[src/rtl/sdmr_pkg.sv]
// Shared constants, types and helper functions of the mode register block.
package sdmr_pkg;
    localparam int ADDR_W = 13;
    localparam int COL_W  = 10;

    // Field positions inside the operating mode register.
    localparam int BL_LSB   = 0;
    localparam int BT_POS   = 3;
    localparam int CL_LSB   = 4;
    localparam int MODE_LSB = 7;
    localparam int DLL_BIT  = 8;

    // Value after reset; software must still load the register before use.
    localparam logic [12:0] MODE_REG_RESET = 13'h0000;

    // Burst length codes.
    localparam logic [2:0] BL_CODE_2 = 3'h1;
    localparam logic [2:0] BL_CODE_4 = 3'h2;
    localparam logic [2:0] BL_CODE_8 = 3'h3;

    // Read latency codes.
    localparam logic [2:0] CL_CODE_2  = 3'h2;
    localparam logic [2:0] CL_CODE_3  = 3'h3;
    localparam logic [2:0] CL_CODE_25 = 3'h6;

    // Operating mode codes.
    localparam logic [5:0] MODE_NORMAL    = 6'h00;
    localparam logic [5:0] MODE_DLL_RESET = 6'h02;

    // Full-clock counts of the latencies.
    localparam logic [1:0] CL_CLOCKS_2 = 2'h2;
    localparam logic [1:0] CL_CLOCKS_3 = 2'h3;

    typedef struct packed {
        logic [5:0] op_mode;
        logic [2:0] read_latency_field;
        logic       burst_order_field;
        logic [2:0] burst_len_field;
    } sdmr_mode_t;

    typedef struct packed {
        logic cs_n;
        logic ras_n;
        logic cas_n;
        logic we_n;
    } sdmr_cmd_t;

    localparam logic [3:0] CMD_MRS   = 4'h0;
    localparam logic [3:0] CMD_READ  = 4'h5;
    localparam logic [3:0] CMD_WRITE = 4'h4;

    // Number of elements of a burst, zero for a reserved code.
    function automatic logic [3:0] burst_elems(input logic [2:0] code);
        case (code)
            BL_CODE_2: burst_elems = 4'h2;
            BL_CODE_4: burst_elems = 4'h4;
            BL_CODE_8: burst_elems = 4'h8;
            default:   burst_elems = 4'h0;
        endcase
    endfunction

    // Mask of the in-block offset bits for a burst length code.
    function automatic logic [2:0] burst_mask(input logic [2:0] code);
        case (code)
            BL_CODE_2: burst_mask = 3'h1;
            BL_CODE_4: burst_mask = 3'h3;
            BL_CODE_8: burst_mask = 3'h7;
            default:   burst_mask = 3'h0;
        endcase
    endfunction

    // Offset of element k inside the aligned block.
    function automatic logic [2:0] burst_offset(input logic [2:0] start,
                                                input logic [2:0] k,
                                                input logic       order,
                                                input logic [2:0] mask);
        logic [2:0] raw;
        raw = order ? (start ^ k) : (start + k);
        burst_offset = raw & mask;
    endfunction
endpackage

[src/rtl/sdmr_burst_seq.sv]
// Column address sequencer for one read or write burst.
`timescale 1ns/1ps
`default_nettype none
module sdmr_burst_seq (
    input  wire logic                     mclk,
    input  wire logic                     sys_rst,
    input  wire logic                     start,
    input  wire logic                     start_write,
    input  wire logic [sdmr_pkg::COL_W-1:0] start_col,
    input  wire logic [2:0]               blen_code,
    input  wire logic                     order,
    output logic      [sdmr_pkg::COL_W-1:0] col,
    output logic                          valid,
    output logic                          write
);
    logic [sdmr_pkg::COL_W-1:0] col_reg,   col_next;
    logic [sdmr_pkg::COL_W-1:0] base_reg,  base_next;
    logic [3:0]                 cnt_reg,   cnt_next;
    logic [3:0]                 len_reg,   len_next;
    logic [2:0]                 mask_reg,  mask_next;
    logic                       order_reg, order_next;
    logic                       valid_reg, valid_next;
    logic                       write_reg, write_next;
    logic [2:0]                 mask_in;

    always_comb begin
        mask_in    = sdmr_pkg::burst_mask(blen_code);
        col_next   = col_reg;
        base_next  = base_reg;
        cnt_next   = cnt_reg;
        len_next   = len_reg;
        mask_next  = mask_reg;
        order_next = order_reg;
        valid_next = valid_reg;
        write_next = write_reg;
        if (start) begin
            // A new command cuts any burst still running.
            base_next  = start_col;
            len_next   = sdmr_pkg::burst_elems(blen_code); // RQ5 RQ15
            mask_next  = mask_in; // RQ12
            order_next = order; // RQ6
            write_next = start_write; // RQ15
            col_next   = start_col;
            cnt_next   = 4'h1;
            valid_next = (sdmr_pkg::burst_elems(blen_code) != 4'h0);
        end else if (valid_reg) begin
            if (cnt_reg == len_reg) begin
                valid_next = 1'b0;
            end else begin
                // Upper bits stay those of the block, so the burst wraps inside it.
                col_next = {base_reg[sdmr_pkg::COL_W-1:3] , 3'h0}
                         | {{(sdmr_pkg::COL_W-3){1'b0}}, base_reg[2:0] & ~mask_reg}
                         | {{(sdmr_pkg::COL_W-3){1'b0}},
                            sdmr_pkg::burst_offset(base_reg[2:0], cnt_reg[2:0],
                                                   order_reg, mask_reg)}; // RQ13 RQ14
                cnt_next = cnt_reg + 4'h1;
            end
        end
    end

    always_ff @(posedge mclk or posedge sys_rst) begin
        if (sys_rst) begin
            col_reg   <= '0;
            base_reg  <= '0;
            cnt_reg   <= 4'h0;
            len_reg   <= 4'h0;
            mask_reg  <= 3'h0;
            order_reg <= 1'b0;
            valid_reg <= 1'b0;
            write_reg <= 1'b0;
        end else begin
            col_reg   <= col_next;
            base_reg  <= base_next;
            cnt_reg   <= cnt_next;
            len_reg   <= len_next;
            mask_reg  <= mask_next;
            order_reg <= order_next;
            valid_reg <= valid_next;
            write_reg <= write_next;
        end
    end

    assign col   = col_reg;
    assign valid = valid_reg;
    assign write = write_reg;

    block_wrap_a: assert property (@(posedge mclk) disable iff (sys_rst) // RQ13
        valid_reg |-> ((col_reg[2:0] & ~mask_reg) == (base_reg[2:0] & ~mask_reg))
                      && (col_reg[sdmr_pkg::COL_W-1:3] == base_reg[sdmr_pkg::COL_W-1:3]))
        else $error("Burst left its aligned block.");

    seq_step_a: assert property (@(posedge mclk) disable iff (sys_rst) // RQ14
        (valid_reg && !order_reg && !start && cnt_reg != len_reg)
        |=> ((col_reg[2:0] & mask_reg) == (($past(col_reg[2:0]) + 3'h1) & mask_reg)))
        else $error("Sequential burst did not step by one.");

    ilv_step_a: assert property (@(posedge mclk) disable iff (sys_rst) // RQ14
        valid_reg && order_reg
        |-> (((col_reg[2:0] ^ base_reg[2:0]) & mask_reg) == ((cnt_reg[2:0] - 3'h1) & mask_reg)))
        else $error("Interleaved burst offset is not start xor count.");

    len8_a: assert property (@(posedge mclk) disable iff (sys_rst) // RQ5
        (start && blen_code == sdmr_pkg::BL_CODE_8) ##1 (!start)[*8]
        |-> valid_reg && $past(valid_reg, 7) ##1 !valid_reg)
        else $error("Burst of eight did not last eight cycles.");
endmodule
`default_nettype wire

[src/rtl/sdmr_mode_register.sv]
// Operating mode register with read latency timing and burst address order.
`timescale 1ns/1ps
`default_nettype none
// What this block and its controller do
// (RQ1) A mode load with both bank selects low loads the register from address.
// (RQ2) Fields hold until reloaded; the DLL reset bit clears itself after one cycle.
// (RQ3) Bits 2:0 length, 3 order, 6:4 latency, 12:7 operating mode.
// (RQ4) Controller loads only with banks idle and waits before the next command.
// (RQ5) Length codes 001, 010, 011 give 2, 4, 8 elements; others reserved.
// (RQ6) Order bit zero means sequential, one means interleaved, for all lengths.
// (RQ7) Latency codes 010, 011, 110 give 2, 3, 2.5 clocks; others reserved.
// (RQ8) First read data appears at edge n plus m for a read at edge n.
// (RQ9) Mode zero is normal, mode 000010 starts a DLL reset; low bits load anyway.
// (RQ10) After a DLL reset load the controller reloads with normal mode.
// (RQ11) The controller uses no other operating mode values.
// (RQ12) Column bits above the length select the block, low bits the start.
// (RQ13) A burst wraps inside its aligned block and never leaves it.
// (RQ14) Sequential steps upward modulo length; interleaved is start xor count.
// (RQ15) One programmed length and order serve reads and writes alike.
// (RQ16) The controller treats contents as undefined until the first load.
module sdmr_mode_register (
    input  wire logic                       mclk,
    input  wire logic                       sys_rst,
    input  wire sdmr_pkg::sdmr_cmd_t        cmd,
    input  wire logic                       bank_select_low,
    input  wire logic                       bank_select_high,
    input  wire logic [sdmr_pkg::ADDR_W-1:0] addr,
    output var sdmr_pkg::sdmr_mode_t        mode_out,
    output logic                            dll_reset_pulse,
    output logic                            bl_reserved,
    output logic                            cl_reserved,
    output logic                            rd_first_data,
    output logic                            rd_half_clock,
    output logic      [sdmr_pkg::COL_W-1:0] burst_col,
    output logic                            burst_valid,
    output logic                            burst_write
);
    logic [sdmr_pkg::ADDR_W-1:0] mode_reg,     mode_next;
    logic                        dll_pulse_reg, dll_pulse_next;
    logic                        bl_res_reg,    bl_res_next;
    logic                        cl_res_reg,    cl_res_next;
    logic [1:0]                  lat_cnt_reg,   lat_cnt_next;
    logic                        half_pend_reg, half_pend_next;
    logic                        rd_first_reg,  rd_first_next;
    logic                        rd_half_reg,   rd_half_next;
    logic                        mrs_cmd;
    logic                        mrs_hit;
    logic                        rd_cmd;
    logic                        wr_cmd;
    logic [2:0]                  cl_code;
    logic [2:0]                  bl_code;

    always_comb begin
        mrs_cmd = ({cmd.cs_n, cmd.ras_n, cmd.cas_n, cmd.we_n} == sdmr_pkg::CMD_MRS);
        mrs_hit = mrs_cmd && !bank_select_low && !bank_select_high; // RQ1
        rd_cmd  = ({cmd.cs_n, cmd.ras_n, cmd.cas_n, cmd.we_n} == sdmr_pkg::CMD_READ);
        wr_cmd  = ({cmd.cs_n, cmd.ras_n, cmd.cas_n, cmd.we_n} == sdmr_pkg::CMD_WRITE);
        bl_code = mode_reg[sdmr_pkg::BL_LSB +: 3]; // RQ3
        cl_code = mode_reg[sdmr_pkg::CL_LSB +: 3]; // RQ3
    end

    // Mode register and its status flags.
    always_comb begin
        mode_next      = mode_reg;
        dll_pulse_next = 1'b0;
        // The DLL reset bit is a one-shot; the rest of the word is kept.
        mode_next[sdmr_pkg::DLL_BIT] = 1'b0; // RQ2
        if (mrs_hit) begin
            // All thirteen bits are taken as supplied, whatever the mode.
            mode_next      = addr; // RQ1 RQ9
            dll_pulse_next = (addr[sdmr_pkg::MODE_LSB +: 6] == sdmr_pkg::MODE_DLL_RESET); // RQ9
        end
        bl_res_next = (sdmr_pkg::burst_elems(mode_next[sdmr_pkg::BL_LSB +: 3]) == 4'h0); // RQ5
        case (mode_next[sdmr_pkg::CL_LSB +: 3])
            sdmr_pkg::CL_CODE_2,
            sdmr_pkg::CL_CODE_3,
            sdmr_pkg::CL_CODE_25: cl_res_next = 1'b0; // RQ7
            default:              cl_res_next = 1'b1;
        endcase
    end

    always_ff @(posedge mclk or posedge sys_rst) begin
        if (sys_rst) begin
            mode_reg      <= sdmr_pkg::MODE_REG_RESET;
            dll_pulse_reg <= 1'b0;
            bl_res_reg    <= 1'b1;
            cl_res_reg    <= 1'b1;
        end else begin
            mode_reg      <= mode_next;
            dll_pulse_reg <= dll_pulse_next;
            bl_res_reg    <= bl_res_next;
            cl_res_reg    <= cl_res_next;
        end
    end

    // Read latency timing. A reserved latency gives no data strobe at all,
    // since guessing a figure would hide a programming error.
    always_comb begin
        lat_cnt_next   = lat_cnt_reg;
        half_pend_next = half_pend_reg;
        rd_first_next  = 1'b0;
        rd_half_next   = 1'b0;
        if (lat_cnt_reg != 2'h0) begin
            lat_cnt_next = lat_cnt_reg - 2'h1;
            if (lat_cnt_reg == 2'h1) begin
                rd_first_next = 1'b1; // RQ8
                rd_half_next  = half_pend_reg;
            end
        end
        if (rd_cmd) begin
            case (cl_code)
                sdmr_pkg::CL_CODE_2: begin
                    lat_cnt_next   = sdmr_pkg::CL_CLOCKS_2; // RQ7 RQ8
                    half_pend_next = 1'b0;
                end
                sdmr_pkg::CL_CODE_3: begin
                    lat_cnt_next   = sdmr_pkg::CL_CLOCKS_3; // RQ7 RQ8
                    half_pend_next = 1'b0;
                end
                sdmr_pkg::CL_CODE_25: begin
                    // Half a clock later than two full clocks.
                    lat_cnt_next   = sdmr_pkg::CL_CLOCKS_2; // RQ7 RQ8
                    half_pend_next = 1'b1;
                end
                default: begin
                    lat_cnt_next   = 2'h0;
                    half_pend_next = 1'b0;
                end
            endcase
        end
    end

    always_ff @(posedge mclk or posedge sys_rst) begin
        if (sys_rst) begin
            lat_cnt_reg   <= 2'h0;
            half_pend_reg <= 1'b0;
            rd_first_reg  <= 1'b0;
            rd_half_reg   <= 1'b0;
        end else begin
            lat_cnt_reg   <= lat_cnt_next;
            half_pend_reg <= half_pend_next;
            rd_first_reg  <= rd_first_next;
            rd_half_reg   <= rd_half_next;
        end
    end

    // Reads and writes share the same burst settings.
    sdmr_burst_seq sdmr_burst_seq_i (
        .mclk        (mclk),
        .sys_rst     (sys_rst),
        .start       (rd_cmd || wr_cmd), // RQ15
        .start_write (wr_cmd),
        .start_col   (addr[sdmr_pkg::COL_W-1:0]), // RQ12
        .blen_code   (bl_code),
        .order       (mode_reg[sdmr_pkg::BT_POS]), // RQ6
        .col         (burst_col),
        .valid       (burst_valid),
        .write       (burst_write)
    );

    assign mode_out        = sdmr_pkg::sdmr_mode_t'(mode_reg); // RQ3
    assign dll_reset_pulse = dll_pulse_reg;
    assign bl_reserved     = bl_res_reg;
    assign cl_reserved     = cl_res_reg;
    assign rd_first_data   = rd_first_reg;
    assign rd_half_clock   = rd_half_reg;

    mode_load_a: assert property (@(posedge mclk) disable iff (sys_rst) // RQ1
        mrs_hit |=> (mode_reg[12:9] == $past(addr[12:9])) && (mode_reg[7:0] == $past(addr[7:0])))
        else $error("Mode load did not take the address.");

    bank_guard_a: assert property (@(posedge mclk) disable iff (sys_rst) // RQ1
        (mrs_cmd && (bank_select_low || bank_select_high)) |=> $stable(mode_reg[7:0]))
        else $error("Mode register changed on another bank select.");

    field_hold_a: assert property (@(posedge mclk) disable iff (sys_rst) // RQ2
        !mrs_hit |=> $stable(mode_reg[12:9]) && $stable(mode_reg[7:0]))
        else $error("Mode field changed without a load.");

    dll_clear_a: assert property (@(posedge mclk) disable iff (sys_rst) // RQ2
        (mode_reg[sdmr_pkg::DLL_BIT] && !mrs_hit) |=> !mode_reg[sdmr_pkg::DLL_BIT])
        else $error("DLL reset bit did not clear itself.");

    dll_pulse_a: assert property (@(posedge mclk) disable iff (sys_rst) // RQ9
        (mrs_hit && addr[12:7] == sdmr_pkg::MODE_DLL_RESET) ##1 !mrs_hit
        |-> dll_reset_pulse ##1 !dll_reset_pulse)
        else $error("DLL reset pulse missing or too long.");

    dll_bit_a: assert property (@(posedge mclk) disable iff (sys_rst) // RQ2
        dll_reset_pulse |-> mode_reg[sdmr_pkg::DLL_BIT])
        else $error("DLL reset pulse without the DLL reset bit.");

    lat_three_a: assert property (@(posedge mclk) disable iff (sys_rst) // RQ8
        (rd_cmd && cl_code == sdmr_pkg::CL_CODE_3) ##1 (!rd_cmd)[*2]
        |=> !rd_first_data ##1 (rd_first_data && !rd_half_clock))
        else $error("Read data not at edge n plus three.");

    lat_half_a: assert property (@(posedge mclk) disable iff (sys_rst) // RQ7
        (rd_cmd && cl_code == sdmr_pkg::CL_CODE_25) ##1 !rd_cmd
        |=> !rd_first_data ##1 (rd_first_data && rd_half_clock))
        else $error("Latency 2.5 not marked at edge n plus two.");

    half_pair_a: assert property (@(posedge mclk) disable iff (sys_rst) // RQ7
        rd_half_clock |-> rd_first_data)
        else $error("Half clock flag without a data strobe.");

    burst_resv_a: assert property (@(posedge mclk) disable iff (sys_rst) // RQ5
        ((rd_cmd || wr_cmd) && bl_reserved) |=> !burst_valid)
        else $error("Reserved burst length started a burst.");

    lat_resv_a: assert property (@(posedge mclk) disable iff (sys_rst) // RQ7
        (rd_cmd && cl_reserved && lat_cnt_reg == 2'h0) ##1 !rd_cmd |=> !rd_first_data)
        else $error("Reserved latency produced a data strobe.");
endmodule
`default_nettype wire

[config.mk]
export PLATFORM = sky130hd
export DESIGN_NAME = sdmr_mode_register
export DESIGN_NICKNAME = d
export VERILOG_FILES = /design/src/rtl/sdmr_pkg.sv /design/src/rtl/sdmr_burst_seq.sv /design/src/rtl/sdmr_mode_register.sv
export SDC_FILE = /design/constraint.sdc
export NUM_CORES = 1
export LEC_CHECK = 0
export BUFFER_PORTS_ARGS = -buffer_cell sky130_fd_sc_hd__clkbuf_2
export CORE_ASPECT_RATIO = 0.7
export CORE_MARGIN = 4
export CORE_UTILIZATION = 55
export CTS_BUF_LIST = sky130_fd_sc_hd__clkbuf_4
export DETAILED_ROUTE_END_ITERATION = 8
export HOLD_SLACK_MARGIN = 0.06
export PLACE_DENSITY = 0.83
export SYNTH_ARGS = -nofsm -noshare
export SYNTH_HDL_FRONTEND = slang
export SYNTH_HIERARCHICAL = 1
export SYNTH_SLANG_ARGS = --single-unit
export TNS_END_PERCENT = 30
[constraint.sdc]
create_clock -name mclk -period 2.2 [get_ports mclk]
set_clock_uncertainty 0.1 [all_clocks]
set_input_delay 0.66 -clock mclk [delete_from_list [all_inputs] [get_ports mclk]]
set_output_delay 0.66 -clock mclk [all_outputs]
set_load 0.01 [all_outputs]
==> results.rst <==
.. list-table::
   :header-rows: 1

   * - Metric
     - Value
   * - Share of post-route cells with drive strength above 1
     - 0.424
   * - Placeable core area
     - 3990 um2
   * - Worst hold path class
     - primary input to async pin
   * - TritonCTS Sinks
     - 53
   * - Ys Warns
     - 6
   * - Part of the total power dissipated in sequential elements
     - 0.517
   * - Top area cells in the synthesized netlist
     - dfrtp_1 55%, mux2_2 11%, mux2_4 3.9%
   * - Detailed router's first-iteration violation count
     - 75
   * - Area taken by multi-input logic gates
     - 931 um2
   * - Post_cts resized
     - 0
   * - Clock buffers created by TritonCTS
     - 5
   * - Max Clock Freq
     - 512 MHz
   * - Maximum number of pins on one net before global-route repair
     - 33
   * - Die Area
     - 5360 um2
   * - Element type at the critical path start
     - flop
   * - Power per Cell Area
     - 1000 nW/um2
   * - Number of antenna cells inserted
     - 0
   * - Worst-skew pair later-pin latency
     - 0.35 ns
   * - Area share of the largest cell type after synthesis
     - 0.548
   * - Aggregate routed wire length
     - 4510 um
   * - Power spent charging and discharging nets
     - 0.917 mW
   * - TritonCTS clock tree
     - yes
   * - Clock-pin slew reported for the worst setup and hold paths after clock tree synthesis
     - 0.13 ns
   * - Critical Path Max Stage Delay
     - 0.42 ns
   * - Worst-case clock buffer depth
     - 2
   * - Most common cell after layout, fill and taps aside
     - dfrtp_1
   * - Worst reg2reg path depth
     - 4
   * - Fin area
     - 2750 um2
   * - Worst slew slack as a fraction of its limit
     - 0.733
   * - Least-Margin Pin Slew
     - 0.401 ns
   * - Aggregate global routing overflow
     - 0
   * - Post-synthesis to final-layout area growth
     - 17.9%
   * - Summed negative setup slack over all endpoints
     - 0 ns
   * - Internal power contribution
     - 1.84 mW
   * - Worst Path Max Fanout
     - 8
   * - Maximum VDD drop
     - 0.642 mV
   * - Vias per inst
     - 5.24
   * - Vias in the first global route
     - 1560
   * - Clock Power Share
     - 0.143
   * - Combinational group share of total power
     - 0.340
   * - Yosys cell types
     - 37
   * - Initial cell density of the core
     - 0.584
   * - Share of the cycle needed by the critical path after routing
     - 0.887
   * - Buffer cell driving the clock tree root
     - clkbuf_4
   * - Category of the critical setup timing path
     - flop to flop
   * - Final critical delay including setup and external delays
     - 1.95 ns
   * - Die Span X
     - 85.8 um
   * - Final Hold Viols
     - 0
   * - First-pass iteration count of the detailed router
     - 4
   * - Total Nets Final
     - 270
   * - Most frequent cells in the layout
     - 51 x dfrtp_1, 50 x clkbuf_2, 23 x mux2_2
   * - Cell area after placement
     - 2700 um2
   * - Global routing usage summed across all routing layers
     - 0.182
   * - Number of flip-flops in the largest register
     - 13
   * - # port buffers
     - 50
   * - Flip-flop cell with the highest count after synthesis
     - dfrtp_1
   * - Number of pins with negative max-slew slack in the final report
     - 0
   * - # Post-CTS Setup Buffers
     - 0
   * - Flop2flop setup slack
     - 0.25 ns
   * - EDFF count, synth
     - 0
   * - Count of cell instances traversed by the critical path
     - 4
   * - Cell Chain, Critical Path
     - xor2_1 > o41ai_4 > and2_1 > mux2_2
   * - Run status
     - finished, final reports clean
   * - Data required time of the worst path
     - 2.34 ns
   * - Seq cells post-synth
     - 53
   * - Setup violators final
     - 0
   * - Initial antenna violation count
     - 0
   * - Final weighted congestion in routability-driven placement
     - 0.846
   * - # H-tree levels
     - 2
   * - Total standard cell area after synthesis
     - 2330 um2
   * - Die span in y
     - 62.5 um
   * - Post-DP HPWL
     - 3540 um
   * - Post-CTS Hold Fix Bufs
     - 0
   * - Syn_nets
     - 208
   * - Area taken by flip-flops and latches
     - 1330 um2
   * - Fillers
     - 305
   * - Setup repair after global routing missed its margin
     - no
   * - Cell Rows
     - 19
   * - Total DRC errors in the routed layout
     - 0
   * - Arrival time at the worst endpoint
     - 2.10 ns
   * - Sequential cell area fraction in the yosys report
     - 0.570
   * - Via count
     - 1547
   * - Number of standard cells after synthesis
     - 181
   * - Wire length per cell
     - 15.3 um
   * - Critical Path Slowest Stage Cell
     - dfrtp_1
   * - Max-capacitance violation count
     - 0
   * - Cell type with the largest total area after synthesis
     - dfrtp_1
   * - Crit path capture type
     - flop
   * - Pleak
     - 1.41 nW
   * - Remaining number of nets flagged by the antenna check after routing
     - 0
   * - Dominant delay contributor by cell family on the critical path
     - flip-flops
   * - Num ports
     - 51
   * - Count of buffer and inverter cells on the critical path
     - 0
   * - Utilization of the core after routing
     - 0.688
   * - Switching power share of the total
     - 0.332
   * - Global-route wire length before repair
     - 7670 um
   * - Share of flip-flops with an asynchronous set or reset
     - 1.00
   * - Synthesized area divided by synthesized cell count
     - 12.9 um2
## final timing paths
kind	startpoint	end
hold / removal	sys_rst	mode_out[1]
setup / recovery	sdmr_burst_seq_i/cnt_reg[2]	sdmr_burst_seq_i/col[7]
hold reg to reg	half_pend_reg	half_pend_reg
max in group asynchronous	sys_rst	cl_reserved
min in group mclk	addr[12]	dll_reset_pulse
setup reg to reg	sdmr_burst_seq_i/cnt_reg[2]	sdmr_burst_seq_i/col[7]
## synth_stat cells, drive strengths merged (2+ instances only)
master and number:
dfrtp 51, mux2 29, nand2 13, nor2 13
o21ai 11, inv 10, mux2i 6, ha 5
xor2 5, a21oi 4, clkbuf 3, o31ai 3
a21boi 2, and2 2, buf 2, dfstp 2
nor4 2, or3 2, xnor2 2
## cells by family after synthesis
kind of cell / count (synthesis) / synth area share
flops: 53 / 0.570
simple gates: 42 / 0.0945
mux: 35 / 0.176
compound gates: 23 / 0.0676
buf+inv: 15 / 0.0306
xor+xnor: 7 / 0.0263
fa+ha+maj: 6 / 0.0354
## final cells by class
cell class,instances,area share
well taps,52,0.0237
flip-flops and latches,53,0.483
repair buffers,60,0.123
clock inverters,1,0.00137
multi-input cells,113,0.339
clock buffers,6,0.0164
inverters,10,0.0137
## metrics by stage
stage | setup WS, ns | cells | power, mW | hold slack, ns
after floorplan | 0.00706 | 181 | 2.05 | 0.349
after global placement | 0.0936 | 288 | 2.36 | 0.375
after detailed placement | 0.0681 | 288 | 2.39 | 0.380
after CTS | 0.257 | 295 | 2.78 | 0.150
after global routing | 0.184 | 295 | 2.95 | 0.173
final | 0.248 | 295 | 2.76 | 0.147
## power groups by stage
stage	Combinational (mW)	Clock, mW	Sequential [mW]
2_1_floorplan	0.556	0	1.50
3_3_place_gp	0.915	0	1.44
3_5_place_dp	0.943	0	1.45
6_report	0.937	0.395	1.43
4_1_cts	0.949	0.404	1.43
5_1_grt	1.04	0.444	1.46
## layer usage
metal  global-route usage  part of all wire
met4               0.0296            0.0024
met5                    0                 0
met1                0.270              0.49
met2                0.277              0.44
met3               0.0435             0.061
No activity file was read; power rests on OpenSTA's default activity.
